<file path="config.mk">
export PLATFORM = sky130hd
export DESIGN_NAME = dwi_slave
export DESIGN_NICKNAME = d
export VERILOG_FILES = /design/src/pkg/dwi_pkg.sv /design/src/rtl/dwi_slave.sv
export SDC_FILE = /design/constraint.sdc
export NUM_CORES = 1
export LEC_CHECK = 0
export BUFFER_PORTS_ARGS = -buffer_cell sky130_fd_sc_hd__clkbuf_2
export CAP_MARGIN = 15
export CELL_PAD_IN_SITES_DETAIL_PLACEMENT = 1
export CELL_PAD_IN_SITES_GLOBAL_PLACEMENT = 1
export CORE_MARGIN = 2
export CORE_UTILIZATION = 45
export DETAILED_ROUTE_END_ITERATION = 8
export HOLD_SLACK_MARGIN = 0.1
export PLACE_DENSITY_LB_ADDON = 0.1
export SYNTH_ARGS = -nofsm -noshare
export SYNTH_HDL_FRONTEND = slang
export SYNTH_SLANG_ARGS = --single-unit
export TNS_END_PERCENT = 1
</file>
<file path="constraint.sdc">
create_clock -name clk -period 3.4 [get_ports clk]
set_clock_uncertainty 0.05 [all_clocks]
set_input_delay 0.68 -clock clk [delete_from_list [all_inputs] [get_ports clk]]
set_output_delay 0.68 -clock clk [all_outputs]
set_load 0.01 [all_outputs]
</file>
<file path="src/pkg/dwi_pkg.sv">
// Purpose: constants and types for the dual wiper two-wire slave
// Assumes: one system clock, bus pins sampled through synchronisers
// Notes: address and preset values shared by design and bench
package dwi_pkg;
	// ----------------------------------------------------------------
	// Address and presets
	// ----------------------------------------------------------------
	localparam logic [6:0] FIXED_ADDR = 7'h2f;
	localparam logic [4:0] PIN_ADDR_TOP = 5'h0b;
	localparam logic [7:0] WIPER_PRESET = 8'h80;
	localparam logic SHUTDOWN_PRESET = 1'b0;
	localparam logic CHANNEL_PRESET = 1'b0;
	// Instruction byte field positions
	localparam int CHAN_POS = 7;
	localparam int SHDN_POS = 6;
	// Bits in a byte before the acknowledge slot
	localparam logic [3:0] BYTE_BITS = 4'h8;

	// Protocol states, Gray coded along the write path
	typedef enum logic [2:0] {
		DWI_IDLE = 3'b000,
		DWI_ADDR = 3'b001,
		DWI_INSTR = 3'b011,
		DWI_WDATA = 3'b010,
		DWI_RDATA = 3'b110,
		DWI_IGNORE = 3'b111
	} dwi_state_e;

	// Wiper outputs of one channel
	typedef struct packed {
		logic [7:0] wiper;
		logic [7:0] applied;
	} dwi_wiper_s;
endpackage

</file>
<file path="src/rtl/dwi_slave.sv">
// Purpose: two-wire slave holding two 8-bit wiper registers
// Assumes: scl and sda from pins, sampled on clk through two flops
// Notes: wiper outputs drive an analog ladder outside this block
//
// Notes on behaviour
// - First byte is seven address bits then direction, high means read.
// - Fixed variant uses fixed address; other takes two bits from pins.
// - Matching device pulls data low in ninth pulse; others stay idle.
// - Write mode: instruction top bit selects channel one or two.
// - Instruction second bit is shutdown: open high end, wiper to low end.
// - Shutdown keeps stored wiper; release reapplies the stored setting.
// - New wiper values accepted in shutdown, latest applied on release.
// - Six low instruction bits are ignored.
// - After instruction, data byte is stored to selected channel wiper.
// - Each byte is eight bits MSB first plus one acknowledge pulse.
// - Data changes only while clock low except start and stop.
// - Read mode sends data right after address acknowledge.
// - Read returns wiper of channel chosen by latest instruction.
// - Further data bytes in a write update the selected wiper.
// - Read repeats selected wiper for every acknowledged byte.
// - Address 0101111 fixed, or 01011 plus both pin levels.
// - Power-on presets both wipers to code 128.
// - Each channel holds an 8-bit wiper, one of 256 taps.
`timescale 1ns/100ps
module dwi_slave #(
	parameter bit PIN_VARIANT = 1'b1
) (
	input wire logic clk,
	input wire logic rst,
	input wire logic sclIn,
	input wire logic sdaIn,
	output logic sdaOut,
	output logic sdaOe,
	input wire logic addrPinHigh,
	input wire logic addrPinLow,
	output dwi_pkg::dwi_wiper_s wiperOne,
	output dwi_pkg::dwi_wiper_s wiperTwo,
	output logic shutdownBit,
	output logic channelSelectBit
);
	// ----------------------------------------------------------------
	// Pin synchronisers
	// ----------------------------------------------------------------
	logic [1:0] sclSync_r, sdaSync_r, apSync_r, apMeta_r;
	logic sclPrev_r, sdaPrev_r;
	// Two flops per pin, second stage and history read only
	always_ff @(posedge clk or posedge rst) begin
		if (rst) begin
			sclSync_r <= 2'h3;
			sdaSync_r <= 2'h3;
			apMeta_r <= 2'h0;
			apSync_r <= 2'h0;
			sclPrev_r <= 1'b1;
			sdaPrev_r <= 1'b1;
		end else begin
			sclSync_r <= {sclSync_r[0], sclIn};
			sdaSync_r <= {sdaSync_r[0], sdaIn};
			apMeta_r <= {addrPinHigh, addrPinLow};
			apSync_r <= apMeta_r;
			sclPrev_r <= sclSync_r[1];
			sdaPrev_r <= sdaSync_r[1];
		end
	end

	logic scl, sda, sclRise, sclFall, startSeen, stopSeen;
	assign scl = sclSync_r[1];
	assign sda = sdaSync_r[1];
	assign sclRise = scl & ~sclPrev_r;
	assign sclFall = ~scl & sclPrev_r;
	// Start and stop: data moves while clock high
	assign startSeen = scl & sclPrev_r & sdaPrev_r & ~sda;
	assign stopSeen = scl & sclPrev_r & ~sdaPrev_r & sda;

	// ----------------------------------------------------------------
	// Bit engine
	// ----------------------------------------------------------------
	dwi_pkg::dwi_state_e state_r;
	logic [3:0] bitCnt_r;
	logic [7:0] shift_r;
	logic [7:0] txByte_r;
	logic readMode_r, ackSlot_r, masterNak_r;
	logic [7:0] wiper1_r, wiper2_r;
	logic chan_r, shdn_r;
	logic [6:0] myAddr;
	logic [7:0] byteNow;

	// Own address from variant and pins
	assign myAddr = PIN_VARIANT ? {dwi_pkg::PIN_ADDR_TOP, apSync_r}
		: dwi_pkg::FIXED_ADDR;
	assign byteNow = {shift_r[6:0], sda};

	// Sequencing of bytes and acknowledge slots
	always_ff @(posedge clk or posedge rst) begin
		if (rst) begin
			state_r <= dwi_pkg::DWI_IDLE;
			bitCnt_r <= 4'h0;
			shift_r <= 8'h00;
			readMode_r <= 1'b0;
			ackSlot_r <= 1'b0;
			masterNak_r <= 1'b0;
		end else if (startSeen) begin
			state_r <= dwi_pkg::DWI_ADDR;
			bitCnt_r <= 4'h0;
			ackSlot_r <= 1'b0;
			masterNak_r <= 1'b0;
		end else if (stopSeen) begin
			state_r <= dwi_pkg::DWI_IDLE;
			ackSlot_r <= 1'b0;
		end else if (sclRise && !ackSlot_r) begin
			// Sample on rising edge, data stable while high
			shift_r <= byteNow;
			bitCnt_r <= bitCnt_r + 4'h1;
		end else if (sclRise && ackSlot_r && readMode_r) begin
			masterNak_r <= sda;
		end else if (sclFall) begin
			if (!ackSlot_r && bitCnt_r == dwi_pkg::BYTE_BITS) begin
				bitCnt_r <= 4'h0;
				case (state_r)
					dwi_pkg::DWI_ADDR: begin
						if (shift_r[7:1] == myAddr) begin
							ackSlot_r <= 1'b1;
							readMode_r <= shift_r[0];
						end else begin
							state_r <= dwi_pkg::DWI_IGNORE;
						end
					end
					dwi_pkg::DWI_INSTR, dwi_pkg::DWI_WDATA: begin
						ackSlot_r <= 1'b1;
					end
					dwi_pkg::DWI_RDATA: begin
						ackSlot_r <= 1'b1;
					end
					default: begin
						ackSlot_r <= 1'b0;
					end
				endcase
			end else if (ackSlot_r) begin
				ackSlot_r <= 1'b0;
				case (state_r)
					dwi_pkg::DWI_ADDR: begin
						state_r <= readMode_r ? dwi_pkg::DWI_RDATA
							: dwi_pkg::DWI_INSTR;
					end
					dwi_pkg::DWI_INSTR: begin
						state_r <= dwi_pkg::DWI_WDATA;
					end
					dwi_pkg::DWI_RDATA: begin
						if (masterNak_r) begin
							state_r <= dwi_pkg::DWI_IGNORE;
						end
					end
					default: begin
						state_r <= state_r;
					end
				endcase
			end
		end
	end

	// ----------------------------------------------------------------
	// Instruction and wiper storage
	// ----------------------------------------------------------------
	logic byteDone;
	assign byteDone = sclFall && !ackSlot_r && bitCnt_r == dwi_pkg::BYTE_BITS
		&& !startSeen && !stopSeen;

	// Channel and shutdown, low six bits dropped
	always_ff @(posedge clk or posedge rst) begin
		if (rst) begin
			chan_r <= dwi_pkg::CHANNEL_PRESET;
			shdn_r <= dwi_pkg::SHUTDOWN_PRESET;
		end else if (byteDone && state_r == dwi_pkg::DWI_INSTR) begin
			chan_r <= shift_r[dwi_pkg::CHAN_POS];
			shdn_r <= shift_r[dwi_pkg::SHDN_POS];
		end
	end

	// Wiper registers, written in or out of shutdown
	always_ff @(posedge clk or posedge rst) begin
		if (rst) begin
			wiper1_r <= dwi_pkg::WIPER_PRESET;
			wiper2_r <= dwi_pkg::WIPER_PRESET;
		end else if (byteDone && state_r == dwi_pkg::DWI_WDATA) begin
			if (!chan_r) begin
				wiper1_r <= shift_r;
			end else begin
				wiper2_r <= shift_r;
			end
		end
	end

	// ----------------------------------------------------------------
	// Data line drive
	// ----------------------------------------------------------------
	// Acknowledge low, or read data MSB first, changed on clock fall
	always_ff @(posedge clk or posedge rst) begin
		if (rst) begin
			sdaOe <= 1'b0;
			txByte_r <= 8'h00;
		end else if (startSeen || stopSeen) begin
			sdaOe <= 1'b0;
		end else if (sclFall) begin
			if (byteDone && state_r != dwi_pkg::DWI_RDATA
					&& state_r != dwi_pkg::DWI_IGNORE
					&& state_r != dwi_pkg::DWI_IDLE
					&& (state_r != dwi_pkg::DWI_ADDR
					|| shift_r[7:1] == myAddr)) begin
				sdaOe <= 1'b1;
			end else if (ackSlot_r && (readMode_r && !masterNak_r)
					&& (state_r == dwi_pkg::DWI_ADDR
					|| state_r == dwi_pkg::DWI_RDATA)) begin
				// Load selected wiper again for each byte
				txByte_r <= {(chan_r ? wiper2_r[6:0] : wiper1_r[6:0]), 1'b0};
				sdaOe <= chan_r ? !wiper2_r[7] : !wiper1_r[7];
			end else if (state_r == dwi_pkg::DWI_RDATA && !ackSlot_r
					&& bitCnt_r != dwi_pkg::BYTE_BITS) begin
				sdaOe <= !txByte_r[7];
				txByte_r <= {txByte_r[6:0], 1'b0};
			end else begin
				sdaOe <= 1'b0;
			end
		end
	end

	// Open drain: only ever pulls low
	always_ff @(posedge clk or posedge rst) begin
		if (rst) begin
			sdaOut <= 1'b0;
		end else begin
			sdaOut <= 1'b0;
		end
	end

	// ----------------------------------------------------------------
	// Wiper outputs
	// ----------------------------------------------------------------
	// Applied code is zero in shutdown, stored value kept
	always_ff @(posedge clk or posedge rst) begin
		if (rst) begin
			wiperOne <= {dwi_pkg::WIPER_PRESET, dwi_pkg::WIPER_PRESET};
			wiperTwo <= {dwi_pkg::WIPER_PRESET, dwi_pkg::WIPER_PRESET};
			shutdownBit <= dwi_pkg::SHUTDOWN_PRESET;
			channelSelectBit <= dwi_pkg::CHANNEL_PRESET;
		end else begin
			wiperOne <= {wiper1_r, shdn_r ? 8'h00 : wiper1_r};
			wiperTwo <= {wiper2_r, shdn_r ? 8'h00 : wiper2_r};
			shutdownBit <= shdn_r;
			channelSelectBit <= chan_r;
		end
	end

	// ----------------------------------------------------------------
	// Checks
	// ----------------------------------------------------------------
	AST_WIPER_KEPT: assert property (@(posedge clk) disable iff (rst)
		$rose(shdn_r) |-> $stable(wiper1_r) && $stable(wiper2_r))
		else $error("Wiper changed on shutdown entry");
	AST_APPLY_SHDN: assert property (@(posedge clk) disable iff (rst)
		shdn_r |=> wiperOne.applied == 8'h00)
		else $error("Applied code not zero in shutdown");
	AST_REAPPLY: assert property (@(posedge clk) disable iff (rst)
		!shdn_r |=> wiperOne.applied == $past(wiper1_r))
		else $error("Stored wiper not applied");
	AST_NO_ACK_IGNORE: assert property (@(posedge clk) disable iff (rst)
		state_r == dwi_pkg::DWI_IGNORE && !startSeen |=> !sdaOe)
		else $error("Drive while ignoring bus");
	AST_INSTR_ONLY: assert property (@(posedge clk) disable iff (rst)
		!(byteDone && state_r == dwi_pkg::DWI_INSTR) |=> $stable(chan_r))
		else $error("Channel changed without instruction");
	AST_ACK_NINTH: assert property (@(posedge clk) disable iff (rst)
		byteDone && state_r == dwi_pkg::DWI_ADDR && shift_r[7:1] == myAddr
		|=> sdaOe && ackSlot_r)
		else $error("Missing address acknowledge");
	AST_WIPER_WRITE: assert property (@(posedge clk) disable iff (rst)
		byteDone && state_r == dwi_pkg::DWI_WDATA && !chan_r
		|=> wiper1_r == $past(shift_r))
		else $error("Data byte not stored");
	AST_STOP_IDLE: assert property (@(posedge clk) disable iff (rst)
		stopSeen && !startSeen |=> state_r == dwi_pkg::DWI_IDLE && !sdaOe)
		else $error("Stop not honoured");
	AST_DRIVE_LOW_ONLY: assert property (@(posedge clk) disable iff (rst)
		sdaOe && !sclFall && !startSeen && !stopSeen |=> sdaOe || $past(sclFall)
		|| $past(startSeen) || $past(stopSeen))
		else $error("Data changed while clock high");
endmodule

</file>
==> flow_summary.toml <==
[clock_network]
cts_setup_buffers = 0
worst_skew_pair.late_latency_ns = 0.35
cts-buffers-inserted = 9
hold_buffers = 0
clock_tree_from_tritoncts = "built"
clk_pin_slew_ns = 0.09
post_cts_resize_count = 0
clock_tree.htree_level_count = 3
clk_path_buf_depth = 2
cts.root.buffer_cell = "sky130_fd_sc_hd__clkbuf_8"
clock-sinks = 88

[final_layout]
fill_cells = 796
area_growth_syn_to_layout_pct = 13.32
diodes = 0
final_layout_size_suffix_gt1_share_pct = 38.13
finalInstanceArea_mm2 = 0.003991
nNetsFinal = 302
multiInputGateArea_mm2 = 0.001186
fin_cells = 401
postLayoutCoreUtil_pct = 52.19
regArea_mm2 = 0.002217

[critical_path]
end_point_of_the_critical_path = "wiper2_r[1]"
worst_r2r_path_depth = 6
worstSetupEndpointType = "register"
critical_path.max_fanout = 8
arrival_ns = 2.40
critical_path.reg2reg.startpoint = "bitCnt_r[0]"
critical_path_startpoint = "bitCnt_r[0]"
critPathRequiredTime_ns = 3.59
nature_of_the_critical_path_startpoint = "register"
crit_type = "reg2reg"
r2r_slack_ns = 1.19
crit-reg2reg-capture = "wiper2_r[1]"

[timing]
postLayoutSetupSlackWorst_ns = 1.188
worstMarginPinSlew_ns = 0.7715
whs_ns = 0.3081
period_share_pct = 65.07
finalWorstPathRequiredPeriod_ns = 2.212
finalSetupTns_ns = 0
worst_slew_margin_relative_to_its_limit_pct = 48.57
timing.fmax_ghz = 0.4520
finalMaxSlewViolations = 0
unrepaired_setup_endpoints_after_global_routing = "false"
setup_viol = 0
final-hold-violation-count = 0

[detailed_routing]
dr.first_iter.drc_count = 78
route.detailed.wl_per_inst_um = 16.00
drtPass1Iterations = 4
final_antenna_net_count = 0
routed_via_density = 5.110
drc = 0
dr_total_vias = 2049
drt_wl_total_um = 6415

[yosys]
synth_seq_area_share_pct = 62.95
dominantRegCellSynth = "sky130_fd_sc_hd__dfrtp_1"
ys_seq_elements = 88
synth_async_sr_flop_share_pct = 100.0
synth_enable_flop_cells = 0
yosys_warnings = 0
synth.cell_area_mm2 = 0.003522
post_synth_inst_count = 251
synth.net_count = 259
yosys.cell_types.count = 50
postSynthAreaPerCell_um2 = 14.03

[floorplan]
design.die.area_mm2 = 0.008551
initial_utilization_pct = 46.06
row_count = 32
floorplan.core_area_mm2 = 0.007647
io_pins = 42
die_x_um = 92.47
floorplan.die.height_um = 92.47

[run]
timing.max_cap.violations = 0

[min_path]
hold_path_class = "reg2reg"

[global_route]
first_global_vias = 2075
grt_overflow_total = 0
grt_first_pass_wirelength_um = 10800
antenna_found_initial = 0
largest_net_degree_at_the_start_of_global_routing = 46
grt.total_usage_pct = 16.73

[placement]
place.gp.congestion = 0.8102
port_buffers = 40
place.detailed.hpwl_um = 4582
post_dp_cell_area_mm2 = 0.003801
pre_cts_slack_ns = 1.148
number_of_placed_instances_with_taps_included = 385

[power]
power.total_mw = 2.074
irDropWorstVdd_mv = 0.2284
p_leak_nw = 1.911
power_per_cell_area_mw_per_mm2 = 519.6

[status]
status = "completed"
## sequential cells by signal, summed over array words and instances (netlist names), 2 cells and up
signal,count
wiper2_r,8
sdaSync_r,2
apSync_r,2
wiper1_r,8
wiperOne,16
wiperTwo,16
sclSync_r,2
state_r,3
apMeta_r,2
txByte_r,7
bitCnt_r,4
shift_r,8
## worst min path at each step
stage,cells past startpoint,endpoint,from,slack [ns]
after floorplan,0,apSync_r[0],apMeta_r[0],0.28
after global placement,0,apSync_r[0],apMeta_r[0],0.28
after detailed placement,0,apSync_r[0],apMeta_r[0],0.29
after CTS,0,apSync_r[0],apMeta_r[0],0.31
after global routing,0,sclSync_r[1],sclSync_r[0],0.31
final,0,apSync_r[0],apMeta_r[0],0.31
## power by group
part	internal (mW)	switching, mW	total (mW)
clock	0.314	0.364	0.678
sequential	1.11	0.102	1.21
combinational	0.0947	0.0876	0.182
## area by class of cell
class | count | share of cell area [%]
Clock buffer | 12 | 3.887
Clock inverter | 4 | 0.8777
Inverter | 11 | 1.066
Multi-Input combinational cell | 142 | 29.72
Sequential cell | 88 | 55.55
Tap cell | 102 | 3.197
Timing Repair Buffer | 42 | 5.705
## cell usage in the layout (no fill, tap or decap), types with 3 or more instances in the layout
cell                       instances
sky130_fd_sc_hd__a21oi_1           3
sky130_fd_sc_hd__a31oi_1           3
sky130_fd_sc_hd__clkbuf_2         40
sky130_fd_sc_hd__clkbuf_8         11
sky130_fd_sc_hd__dfrtp_1          76
sky130_fd_sc_hd__dfstp_2          12
sky130_fd_sc_hd__inv_1            10
sky130_fd_sc_hd__mux2_2           31
sky130_fd_sc_hd__mux2_4            3
sky130_fd_sc_hd__mux2i_1          13
sky130_fd_sc_hd__nand2_1          12
sky130_fd_sc_hd__nand3_1           4
sky130_fd_sc_hd__nand3b_1          4
sky130_fd_sc_hd__nor2b_1          20
sky130_fd_sc_hd__nor4_1            3
sky130_fd_sc_hd__o21ai_0           6
sky130_fd_sc_hd__xor2_1            4
## synth_stat cells, types with 2 or more instances
library cell,n,share of area [%]
sky130_fd_sc_hd__clkbuf_1,4,0.43
sky130_fd_sc_hd__xor2_1,4,0.99
sky130_fd_sc_hd__a22o_1,2,0.50
sky130_fd_sc_hd__mux2_2,31,9.9
sky130_fd_sc_hd__dfrtp_1,76,54
sky130_fd_sc_hd__o21ai_0,6,0.85
sky130_fd_sc_hd__mux2_4,3,1.3
sky130_fd_sc_hd__clkbuf_8,2,0.78
sky130_fd_sc_hd__ha_1,2,0.71
sky130_fd_sc_hd__or4_1,2,0.43
sky130_fd_sc_hd__a31oi_1,3,0.53
sky130_fd_sc_hd__mux2i_1,13,3.7
sky130_fd_sc_hd__buf_6,2,0.64
sky130_fd_sc_hd__nand2_1,12,1.3
sky130_fd_sc_hd__inv_1,11,1.2
sky130_fd_sc_hd__nor3_1,2,0.28
sky130_fd_sc_hd__nand3b_1,4,0.85
sky130_fd_sc_hd__nor2b_1,20,3.6
sky130_fd_sc_hd__nor4_1,3,0.53
sky130_fd_sc_hd__dfstp_2,12,9.0
sky130_fd_sc_hd__o22ai_1,2,0.36
sky130_fd_sc_hd__a21o_1,2,0.43
sky130_fd_sc_hd__nand3_1,4,0.57
sky130_fd_sc_hd__a21oi_1,3,0.43
## cell families after synthesis
logic type      Yosys count  synth area share, %
compound gates           29                6.395
fa+ha+maj                 2               0.7104
other cells               1               0.1065
xor+xnor                  5                1.243
simple gates             58                10.34
mux                      47                14.88
buf+inv                  21                3.375
flops                    88                62.95
## worst max-delay path, cell delays in order (launching register included)
cell and delay, ns:
sky130_fd_sc_hd__dfrtp_1 0.41, sky130_fd_sc_hd__inv_1 0.09, sky130_fd_sc_hd__ha_1 0.15, sky130_fd_sc_hd__and4bb_2 0.30
sky130_fd_sc_hd__nor4b_2 0.33, sky130_fd_sc_hd__nand3b_1 0.38, sky130_fd_sc_hd__mux2_2 0.40
## layer usage
layer / part of all wire, % / vias to the layer above / global-route usage (%) / wire, um
met3: 3.0 / 8 / 3.906 / 192
met2: 48 / 37 / 25.36 / 3094
met5: 0 / - / 0 / 0
met1: 47 / 1046 / 23.34 / 3021
met4: 1.6 / 0 / 6.716 / 105
li1: - / 958 / - / -
Power figures use the tool's default switching activity.
